<file path="config.mk">
export PLATFORM = sky130hd
export DESIGN_NAME = ffl_regs
export DESIGN_NICKNAME = d
export VERILOG_FILES = /design/src/ffl_pkg.sv /design/src/ffl_regs.sv
export SDC_FILE = /design/constraint.sdc
export NUM_CORES = 1
export LEC_CHECK = 0
export BUFFER_PORTS_ARGS = -buffer_cell sky130_fd_sc_hd__buf_2
export CORE_MARGIN = 2
export CORE_UTILIZATION = 35
export CTS_CLUSTER_SIZE = 20
export DETAILED_ROUTE_END_ITERATION = 12
export PLACE_DENSITY = 0.57
export SLEW_MARGIN = 20
export SYNTH_ARGS = -nofsm -noshare
export SYNTH_HDL_FRONTEND = slang
export SYNTH_SLANG_ARGS = --single-unit
</file>
<file path="constraint.sdc">
create_clock -name ref_clk -period 4.8 [get_ports ref_clk]
set_input_delay 0.96 -clock ref_clk [delete_from_list [all_inputs] [get_ports ref_clk]]
set_output_delay 0.96 -clock ref_clk [all_outputs]
set_load 0.005 [all_outputs]
</file>
<file path="src/ffl_pkg.sv">
// Package: register map, field positions and reset values for the FIFO bookkeeping block
`default_nettype none
package ffl_pkg;
    // --------------------------------------------------------------
    // Register offsets
    // --------------------------------------------------------------
    localparam logic [4:0] FFL_ADDR_FILL_STATUS = 5'h1c;
    localparam logic [4:0] FFL_ADDR_TX_UPPER = 5'h1d;
    localparam logic [4:0] FFL_ADDR_TX_LOWER = 5'h1e;
    // --------------------------------------------------------------
    // Field positions and values
    // --------------------------------------------------------------
    localparam int FFL_OVF_BIT = 7;
    localparam int FFL_PARTIAL_FLAG_BIT = 0;
    localparam logic [7:0] FFL_TX_RESET = 8'h00;
    localparam logic [7:0] FFL_FIFO_DEPTH = 8'h7f;
    localparam logic [7:0] FFL_UNMAPPED_READ = 8'h00;
    localparam logic [3:0] FFL_FULL_BYTE_BITS = 4'h8;
endpackage
`default_nettype wire

</file>
<file path="src/ffl_regs.sv">
// FIFO fill status and transmit length registers
`default_nettype none
module ffl_regs
    import ffl_pkg::*;
(
    input wire logic ref_clk,
    input wire logic sys_rst,
    input wire logic chip_en,
    input wire logic [4:0] reg_addr,
    input wire logic reg_wr,
    input wire logic reg_rd,
    input wire logic [7:0] reg_wdata,
    output logic [7:0] reg_rdata,
    input wire logic fifo_push,
    input wire logic fifo_pop,
    input wire logic fifo_clear,
    input wire logic tx_eof,
    output logic [11:0] complete_byte_count,
    output logic [2:0] partial_bit_count,
    output logic partial_flag,
    output logic [3:0] last_byte_bits,
    output logic [6:0] fill_level_bits,
    output logic fifo_overflow
);
    // --------------------------------------------------------------
    // Fill level and overflow tracking
    // --------------------------------------------------------------
    logic [6:0] level_r, level_nxt;
    logic ovf_r, ovf_nxt;
    logic [7:0] upper_r, upper_nxt;
    logic [7:0] lower_r, lower_nxt;
    logic [7:0] rdata_r, rdata_nxt;

    // Write strobe aimed at one register offset
    function automatic logic wr_hit(input logic wr, input logic [4:0] addr, input logic [4:0] want);
        return wr && (addr == want);
    endfunction

    // Push into a full FIFO is lost and flagged; pop on empty does nothing
    always_comb begin
        level_nxt = level_r;
        ovf_nxt = ovf_r;
        if (fifo_clear) begin
            level_nxt = 7'h00;
            ovf_nxt = 1'b0;
            // Set beats clear: a byte lost in the clear cycle must still be reported
            if (fifo_push && !fifo_pop && {1'b0, level_r} == FFL_FIFO_DEPTH) begin
                ovf_nxt = 1'b1;
            end
        end else begin
            if (fifo_push && !(fifo_pop && level_r != 7'h00)) begin
                if ({1'b0, level_r} == FFL_FIFO_DEPTH) begin
                    ovf_nxt = 1'b1;
                end else begin
                    level_nxt = level_r + 7'h01;
                end
            end else if (fifo_pop && !fifo_push && level_r != 7'h00) begin
                level_nxt = level_r - 7'h01;
            end
        end
    end

    always_ff @(posedge ref_clk) begin
        if (sys_rst || !chip_en) begin
            level_r <= 7'h00;
            ovf_r <= 1'b0;
        end else begin
            level_r <= level_nxt;
            ovf_r <= ovf_nxt;
        end
    end

    // --------------------------------------------------------------
    // Transmit length registers
    // --------------------------------------------------------------
    // Frame end beats a host write in the same cycle, so a stale length never survives
    always_comb begin
        upper_nxt = upper_r;
        lower_nxt = lower_r;
        if (tx_eof) begin
            upper_nxt = FFL_TX_RESET;
            lower_nxt = FFL_TX_RESET;
        end else if (wr_hit(reg_wr, reg_addr, FFL_ADDR_TX_UPPER)) begin
            upper_nxt = reg_wdata;
        end else if (wr_hit(reg_wr, reg_addr, FFL_ADDR_TX_LOWER)) begin
            lower_nxt = reg_wdata;
        end
    end

    always_ff @(posedge ref_clk) begin
        if (sys_rst || !chip_en) begin
            upper_r <= FFL_TX_RESET;
            lower_r <= FFL_TX_RESET;
        end else begin
            upper_r <= upper_nxt;
            lower_r <= lower_nxt;
        end
    end

    // --------------------------------------------------------------
    // Read port
    // --------------------------------------------------------------
    // Status register has no write path at all
    always_comb begin
        rdata_nxt = rdata_r;
        if (reg_rd) begin
            unique case (reg_addr)
                FFL_ADDR_FILL_STATUS: rdata_nxt = {ovf_r, level_r};
                FFL_ADDR_TX_UPPER: rdata_nxt = upper_r;
                FFL_ADDR_TX_LOWER: rdata_nxt = lower_r;
                default: rdata_nxt = FFL_UNMAPPED_READ;
            endcase
        end
    end

    always_ff @(posedge ref_clk) begin
        if (sys_rst) begin
            rdata_r <= 8'h00;
        end else begin
            rdata_r <= rdata_nxt;
        end
    end

    // Length outputs decoded for the framer
    assign reg_rdata = rdata_r;
    assign complete_byte_count = {upper_r, lower_r[7:4]};
    assign partial_bit_count = lower_r[3:1];
    assign partial_flag = lower_r[FFL_PARTIAL_FLAG_BIT];
    // Count field is ignored unless the flag is set
    assign last_byte_bits = partial_flag ? {1'b0, partial_bit_count} : FFL_FULL_BYTE_BITS;
    assign fill_level_bits = level_r;
    assign fifo_overflow = ovf_r;

    // --------------------------------------------------------------
    // Checks
    // --------------------------------------------------------------
    // Push into a full FIFO raises the error flag
    a_ovf_on_full: assert property (@(posedge ref_clk) disable iff (sys_rst)
        (chip_en && !fifo_clear && fifo_push && !fifo_pop && level_r == 7'h7f) |=> ovf_r)
        else $error("overflow not flagged on push into full fifo");

    // Lone push counts up by one
    a_level_inc: assert property (@(posedge ref_clk) disable iff (sys_rst)
        (chip_en && !fifo_clear && fifo_push && !fifo_pop && level_r != 7'h7f)
        |=> level_r == $past(level_r) + 7'h01)
        else $error("fill level did not count up");

    // Lone pop counts down by one
    a_level_dec: assert property (@(posedge ref_clk) disable iff (sys_rst)
        (chip_en && !fifo_clear && fifo_pop && !fifo_push && level_r != 7'h00)
        |=> level_r == $past(level_r) - 7'h01)
        else $error("fill level did not count down");

    // Upper register lands in count bits 11..4
    a_upper_write: assert property (@(posedge ref_clk) disable iff (sys_rst)
        (chip_en && !tx_eof && reg_wr && reg_addr == FFL_ADDR_TX_UPPER)
        |=> complete_byte_count[11:4] == $past(reg_wdata))
        else $error("upper count bits not written");

    // Lower register splits into count nibble, bit count and flag
    a_lower_write: assert property (@(posedge ref_clk) disable iff (sys_rst)
        (chip_en && !tx_eof && reg_wr && reg_addr == FFL_ADDR_TX_LOWER)
        |=> complete_byte_count[3:0] == $past(reg_wdata[7:4]) && partial_bit_count == $past(reg_wdata[3:1])
            && partial_flag == $past(reg_wdata[0]))
        else $error("lower length register not written");

    // Enable low zeroes both length registers
    a_en_low_zero: assert property (@(posedge ref_clk) disable iff (sys_rst)
        !chip_en |=> upper_r == 8'h00 && lower_r == 8'h00)
        else $error("length not zero with enable low");

    // Frame end wipes the whole length
    a_eof_clears: assert property (@(posedge ref_clk) disable iff (sys_rst)
        (chip_en && tx_eof) |=> complete_byte_count == 12'h000 && !partial_flag ##1 (upper_r == 8'h00 || $past(reg_wr)))
        else $error("frame end did not clear length");

    // Without the flag a full byte goes out
    a_partial_use: assert property (@(posedge ref_clk) disable iff (sys_rst)
        !partial_flag |-> last_byte_bits == 4'h8)
        else $error("partial count used without flag");

    // Host write to the status offset changes nothing
    a_status_ro: assert property (@(posedge ref_clk) disable iff (sys_rst)
        (chip_en && reg_wr && reg_addr == FFL_ADDR_FILL_STATUS && !fifo_push && !fifo_pop && !fifo_clear)
        |=> $stable(level_r) && $stable(ovf_r))
        else $error("status register changed by host write");

    // --------------------------------------------------------------
    // Corner checks: same-cycle collisions, clear, empty-pop, enable-low and flag cases, and the read path
    // --------------------------------------------------------------
    // A byte lost in the clear cycle must still raise the flag
    a_ovf_set_wins: assert property (@(posedge ref_clk) disable iff (sys_rst)
        (chip_en && fifo_clear && fifo_push && !fifo_pop && level_r == 7'h7f) |=> ovf_r)
        else $error("overflow lost against a clear");

    // Flag is sticky until a clear or enable low
    a_ovf_sticky: assert property (@(posedge ref_clk) disable iff (sys_rst)
        (chip_en && !fifo_clear && ovf_r) |=> ovf_r)
        else $error("overflow flag dropped on its own");

    // Clear empties the FIFO count
    a_clear_empties: assert property (@(posedge ref_clk) disable iff (sys_rst)
        (chip_en && fifo_clear) |=> level_r == 7'h00)
        else $error("fill level not emptied by clear");

    // Pop on an empty FIFO must not wrap the count
    a_pop_empty: assert property (@(posedge ref_clk) disable iff (sys_rst)
        (chip_en && !fifo_clear && fifo_pop && !fifo_push && level_r == 7'h00) |=> level_r == 7'h00)
        else $error("fill level wrapped on empty pop");

    // Push with pop on a non-empty FIFO leaves the count alone
    a_push_pop_hold: assert property (@(posedge ref_clk) disable iff (sys_rst)
        (chip_en && !fifo_clear && fifo_push && fifo_pop && level_r != 7'h00) |=> $stable(level_r))
        else $error("fill level moved on push with pop");

    // Push with pop on an empty FIFO still stores the byte
    a_push_pop_empty: assert property (@(posedge ref_clk) disable iff (sys_rst)
        (chip_en && !fifo_clear && fifo_push && fifo_pop && level_r == 7'h00) |=> level_r == 7'h01)
        else $error("byte lost on push with pop when empty");

    // Status read returns flag and count of the read cycle
    a_read_status: assert property (@(posedge ref_clk) disable iff (sys_rst)
        (reg_rd && reg_addr == FFL_ADDR_FILL_STATUS) |=> reg_rdata == {$past(ovf_r), $past(level_r)})
        else $error("status read returned wrong value");

    // Enable low empties the count and drops the flag
    a_en_low_level: assert property (@(posedge ref_clk) disable iff (sys_rst)
        !chip_en |=> level_r == 7'h00 && !ovf_r)
        else $error("fill state kept with enable low");

    // Frame end beats a host write in the same cycle
    a_eof_beats_write: assert property (@(posedge ref_clk) disable iff (sys_rst)
        (chip_en && tx_eof && reg_wr) |=> upper_r == 8'h00 && lower_r == 8'h00)
        else $error("host write survived frame end");

    // With the flag set the bit count goes out as given
    a_flag_selects_count: assert property (@(posedge ref_clk) disable iff (sys_rst)
        partial_flag |-> last_byte_bits == {1'b0, partial_bit_count})
        else $error("partial bit count not used with flag");
endmodule
`default_nettype wire

</file>
; Yosys cells after proc, flatten, opt, wreduce, memory -nomap -nowiden
; Index checks and enable logic that the tools add are counted.
; W data, S select, Z words.
[op_classes]
n_addsub = 2
multipliers = 0
n_div = 0
n_lt_le_gt_ge = 0
n_eq_ne = 5
shift = 0
muxes = 9
bitwise = 1
reduce_logical = 22
[ops]
columns = operator, count
row1 = $pmux W8 S3, 1
row2 = $mux W7, 3
row3 = $eq A5 B5 Y1 const B, 3
row4 = $logic_and A1 B1 Y1, 8
row5 = $add A7 B1 Y7 const B, 1
row6 = $eq A7 B7 Y1 const B, 1
row7 = $reduce_bool A7 Y1, 1
row8 = $sub A7 B1 Y7 const B, 1
row9 = $reduce_and A2 Y1, 3
row10 = $reduce_bool A2 Y1, 3
row11 = $logic_not A1 Y1, 4
row12 = $mux W1, 4
row13 = $mux W4, 1
row14 = $reduce_or A2 Y1, 2
row15 = $ne A2 B2 Y1 const B, 1
row16 = $logic_or A1 B1 Y1, 1
row17 = $not A1 Y1, 1
[totals]
ff_bits = 32
latchBits = 0
ramBits = 0
rom_bits = 0
input_bits = 22
elab_cells = 44
memories = 0

; Depth between registers and ports, before layout
[depth]
ltp_word = 6
mapped_depth = 9

; Worst setup path before layout
; Ideal clock, no wire load.
[synth_timing]
path_type = register to register
from = register level_r[1], in the netlist fill_level_bits[1]
to = register level_r[6], in the netlist fill_level_bits[6]
arrival_time_ns = 2.922
t_required_ns = 4.677
slack_ns = 1.755
path_stages_with_launch = 10
path_cell_list = dfxtp_1 or4_4 o41ai_4 nand2_1 fa_1 a211oi_1 o21ai_0 a21oi_1 mux2i_1 mux2_1
[synth_between]
elab_chain_cells = 6
elab_cells_between_ends = 14
classes_between = add/sub (2) / eq/ne (2) / mux (3) / reduce/logical (7)
[synth_lines]
columns = item, line_no
row1 = from (decl), ffl_regs.sv:28  ; logic [6:0] level_r, level_nxt;
row2 = from (signal assigned), ffl_regs.sv:68  ; level_r <= level_nxt;
row3 = "parallel branches: the longest is 6 deep, another holds $sub A7 B1 Y7", n/a
; Several ways; the timed one is not identified. The select of a mux whose other input is x is not followed.
; A chain may end at the register's enable or synchronous reset.

; Worst setup path in the final report
; Ends and elaborated chain as after synthesis.

==> out/qor.csv <==
stage,metric,value,unit
outcome,outcome,"finished, final reports clean",
clock_network,clock_sinks,32,
timing,setup_viol,0,
synthesis,ys_types,35,
floorplan,dieHeight,73.7,µm
floorplan,rows,25,
place,place_inst,297,
clock_network,cts_tree,built,
floorplan,core-area,4690,µm²
clock_network,cts_setup_buffers,0,
synthesis,synthesis.area,1700,µm²
clock_network,clock_path_buffers,2,
grt,grt_overflow,0,
drt,drtPass1Iterations,4,
layout,synthToLayoutAreaGrowth,27.1,%
synthesis,yosysWarningCount,0,
synthesis,synth_edf_count,0,
power,power_leakage,0.964,nW
floorplan,die_width,73.7,µm
hold_path,hp-class,flop to flop,
drt,wl,4250,µm
layout,drive_gt1_share,28.3,%
critical_path,worstSetupEndpointType,flop,
synthesis,yosys-top-cells-area,"dfxtp_1 (38%), mux2i_1 (17%), nor2_1 (7.7%), ha_1 (4.4%), a21oi_1 (3.5%)",
clock_network,cts_buffers,5,
flow_run,drv_cap,0,
timing,finClkSkew,0.00878,ns
synthesis,synthMuxAreaShare,17.8,%
synthesis,ys_seq_area_share,37.7,%
synthesis,synth_largest_area_cell,dfxtp_1,
place,dp_hpwl,3210,µm
grt,grt_antenna_before_repair,0,
clock_network,cts_hold_buf,0,
synthesis,synthSimpleGateAreaFrac,20.4,%
grt,grt_pass1_vias,1386,
synthesis,yosysTopAreaCellShare,37.7,%
synthesis,synth-main-ff-cell,dfxtp_1,
place,portBuffers,57,
drt,drc,0,
synthesis,synthAdderAreaFrac,5.60,%
synthesis,synth_top_family_by_area,simple AND/OR/NAND/NOR gates,
clock_network,cts_resized,0,
clock_network,path_clk_slew,0.07,ns
synthesis,synth-xor-area-share,1.55,%
clock_network,root_buffer,clkbuf_8,
floorplan,io_pins,58,
synthesis,synth-seq-cells,32,
power,pwr_density_cell,292,nW/µm²
clock_network,clkLatencyLatePin,0.29,ns
clock_network,htreeDepth,2,
drt,drt-initial-drc-count,118,
critical_path,crit_chain,or4_4 -> o41ai_4 -> nand2_1 -> fa_1 -> a211oi_1 -> o21ai_0 -> a21oi_1 -> mux2i_1 -> mux2_1,
drt,drtAntennaViolNets,0,
synthesis,async_flop_share,0,%
grt,grt_use_total,16.3,%
critical_path,cp_num_buf_inv,0,
critical_path,cp.arrival,3.49,ns
power,vdd_drop_max,0.121,mV
synthesis,avgSynthCellArea,8.80,µm²
timing,timing.final.crit_period,3.32,ns
critical_path,critPathMaxStageDelay,0.57,ns
grt,grt_first_pass_wirelength,6700,µm
drt,vias,1558,
place,finalWeightedCongestion,0.835,
layout,nets,279,
timing,slew_violations,0,
synthesis,synth.net_count,222,
critical_path,cp_max_fo,7,
timing,finalSetupTns,0,ns
timing,fmax,301,MHz
critical_path,path_class,flop to flop,
floorplan,die-area,5420,µm²
layout,fin_cells,305,
critical_path,path_delay_family,compound AO/OA/AOI/OAI gates,
layout,antenna_cells,0,
critical_path,critPathRequiredTime,4.97,ns
synthesis,yosysMostFrequentCell,nor2_1,
floorplan,initial_core_util,36.2,%
layout,fin_util,46.0,%
grt,grt_start_max_net_pins,17,
drt,via_per_inst,5.11,
synthesis,synth_compound_area_share,13.9,%
timing,rsz0062_at_grt,no,
timing,worstMarginPinSlew,0.841,ns
timing,maxSlewHeadroom,42.3,%
timing,period_share,69.3,%
synthesis,syn_inst,193,
critical_path,critPathLaunchType,flop,
drt,routedWlPerCell,13.9,µm
synthesis,ys_top_cells_by_count,"nor2_1 (35), dfxtp_1 (32), mux2i_1 (29), a21oi_1 (12)",
layout,fillCellCount,469,
critical_path,slowest_stage,or4_4,
timing,hold_viol,0,
cells by family (layout without fill, tap and decap cells):
group,count (synthesis),after routing
AOI/OAI and AO/OA,36,36
adders and majority gates,7,7
DFF,32,32
buffers and inverters,14,72
muxes,30,30
xor gates and xnor gates,3,3
and+or+nand+nor,71,71
routing by layer:
| metal | vias to the layer above | global-route usage, % | part of all wire [%] |
|---|---|---|---|
| li1 | 790 | - | - |
| met1 | 721 | 22.3 | 52 |
| met2 | 42 | 24.4 | 42 |
| met3 | 5 | 4.66 | 4.9 |
| met4 | 0 | 6.06 | 1.4 |
| met5 | - | 0 | 0 |
report_power, final:
group | total, W | switching (W) | internal, W
clock network | 0.000285 | 0.000102 | 0.000183
logic | 0.0000723 | 0.0000400 | 0.0000323
registers | 0.000272 | 0.00000466 | 0.000268
cell type report:
| cell class | count | area (µm²) | area share (%) |
|---|---|---|---|
| multi-input cells | 147 | 1000 | 46.6 |
| flip-flops and latches | 32 | 641 | 29.7 |
| repair buffers | 59 | 300 | 13.9 |
| clock buffers | 7 | 96.3 | 4.46 |
| well taps | 54 | 67.6 | 3.13 |
| clock inverters | 1 | 30.0 | 1.39 |
| inverters | 5 | 18.8 | 0.870 |
final timing paths:
kind	from	end	slack, ns	cells past startpoint
setup / recovery	fill_level_bits[1]$_SDFFE_PP0P_	fill_level_bits[6]$_SDFFE_PP0P_	1.48	9
hold / removal	lower_r[4]$_SDFFE_PP0P_	lower_r[4]$_SDFFE_PP0P_	0.52	2
setup reg to reg	fill_level_bits[1]$_SDFFE_PP0P_	fill_level_bits[6]$_SDFFE_PP0P_	1.48	9
hold reg to reg	lower_r[4]$_SDFFE_PP0P_	lower_r[4]$_SDFFE_PP0P_	0.52	2
state kept, by name, indices dropped and copies added (netlist names):
signal / count
fill_level_bits: 7
fifo_overflow: 1
lower_r: 8
reg_rdata: 8
upper_r: 8
layout by cell type, fill, tap and decap left out, drive strengths merged, types with 3 or more instances in the layout:
master / netlist / routed
nand2: 9 / 9
ha: 6 / 6
nor2b: 9 / 9
and2: 3 / 3
clkbuf: 5 / 7
o21ai: 13 / 13
inv: 5 / 5
dfxtp: 32 / 32
a211oi: 4 / 4
mux2i: 29 / 29
nor3b: 3 / 3
buf: 4 / 59
a21oi: 12 / 12
xnor2: 3 / 3
nand4: 3 / 3
nor2: 35 / 35
worst min-delay path, stage by stage (launching register included):
cell	delay [ns]
dfxtp_1	0.35
mux2i_1	0.07
nor2_1	0.07
stage by stage:
step                      hold slack [ns]  setup slack [ns]  area [µm²]  total power, W
after detailed placement            0.515              1.50        2030        0.000351
after floorplan                     0.507              1.75        1700        0.000326
after global routing                0.559              1.23        2160        0.000655
after CTS                           0.532              1.47        2160        0.000633
after global placement              0.508              1.55        2030        0.000350
final                               0.522              1.48        2160        0.000630
(Power assumes the default switching activity.)
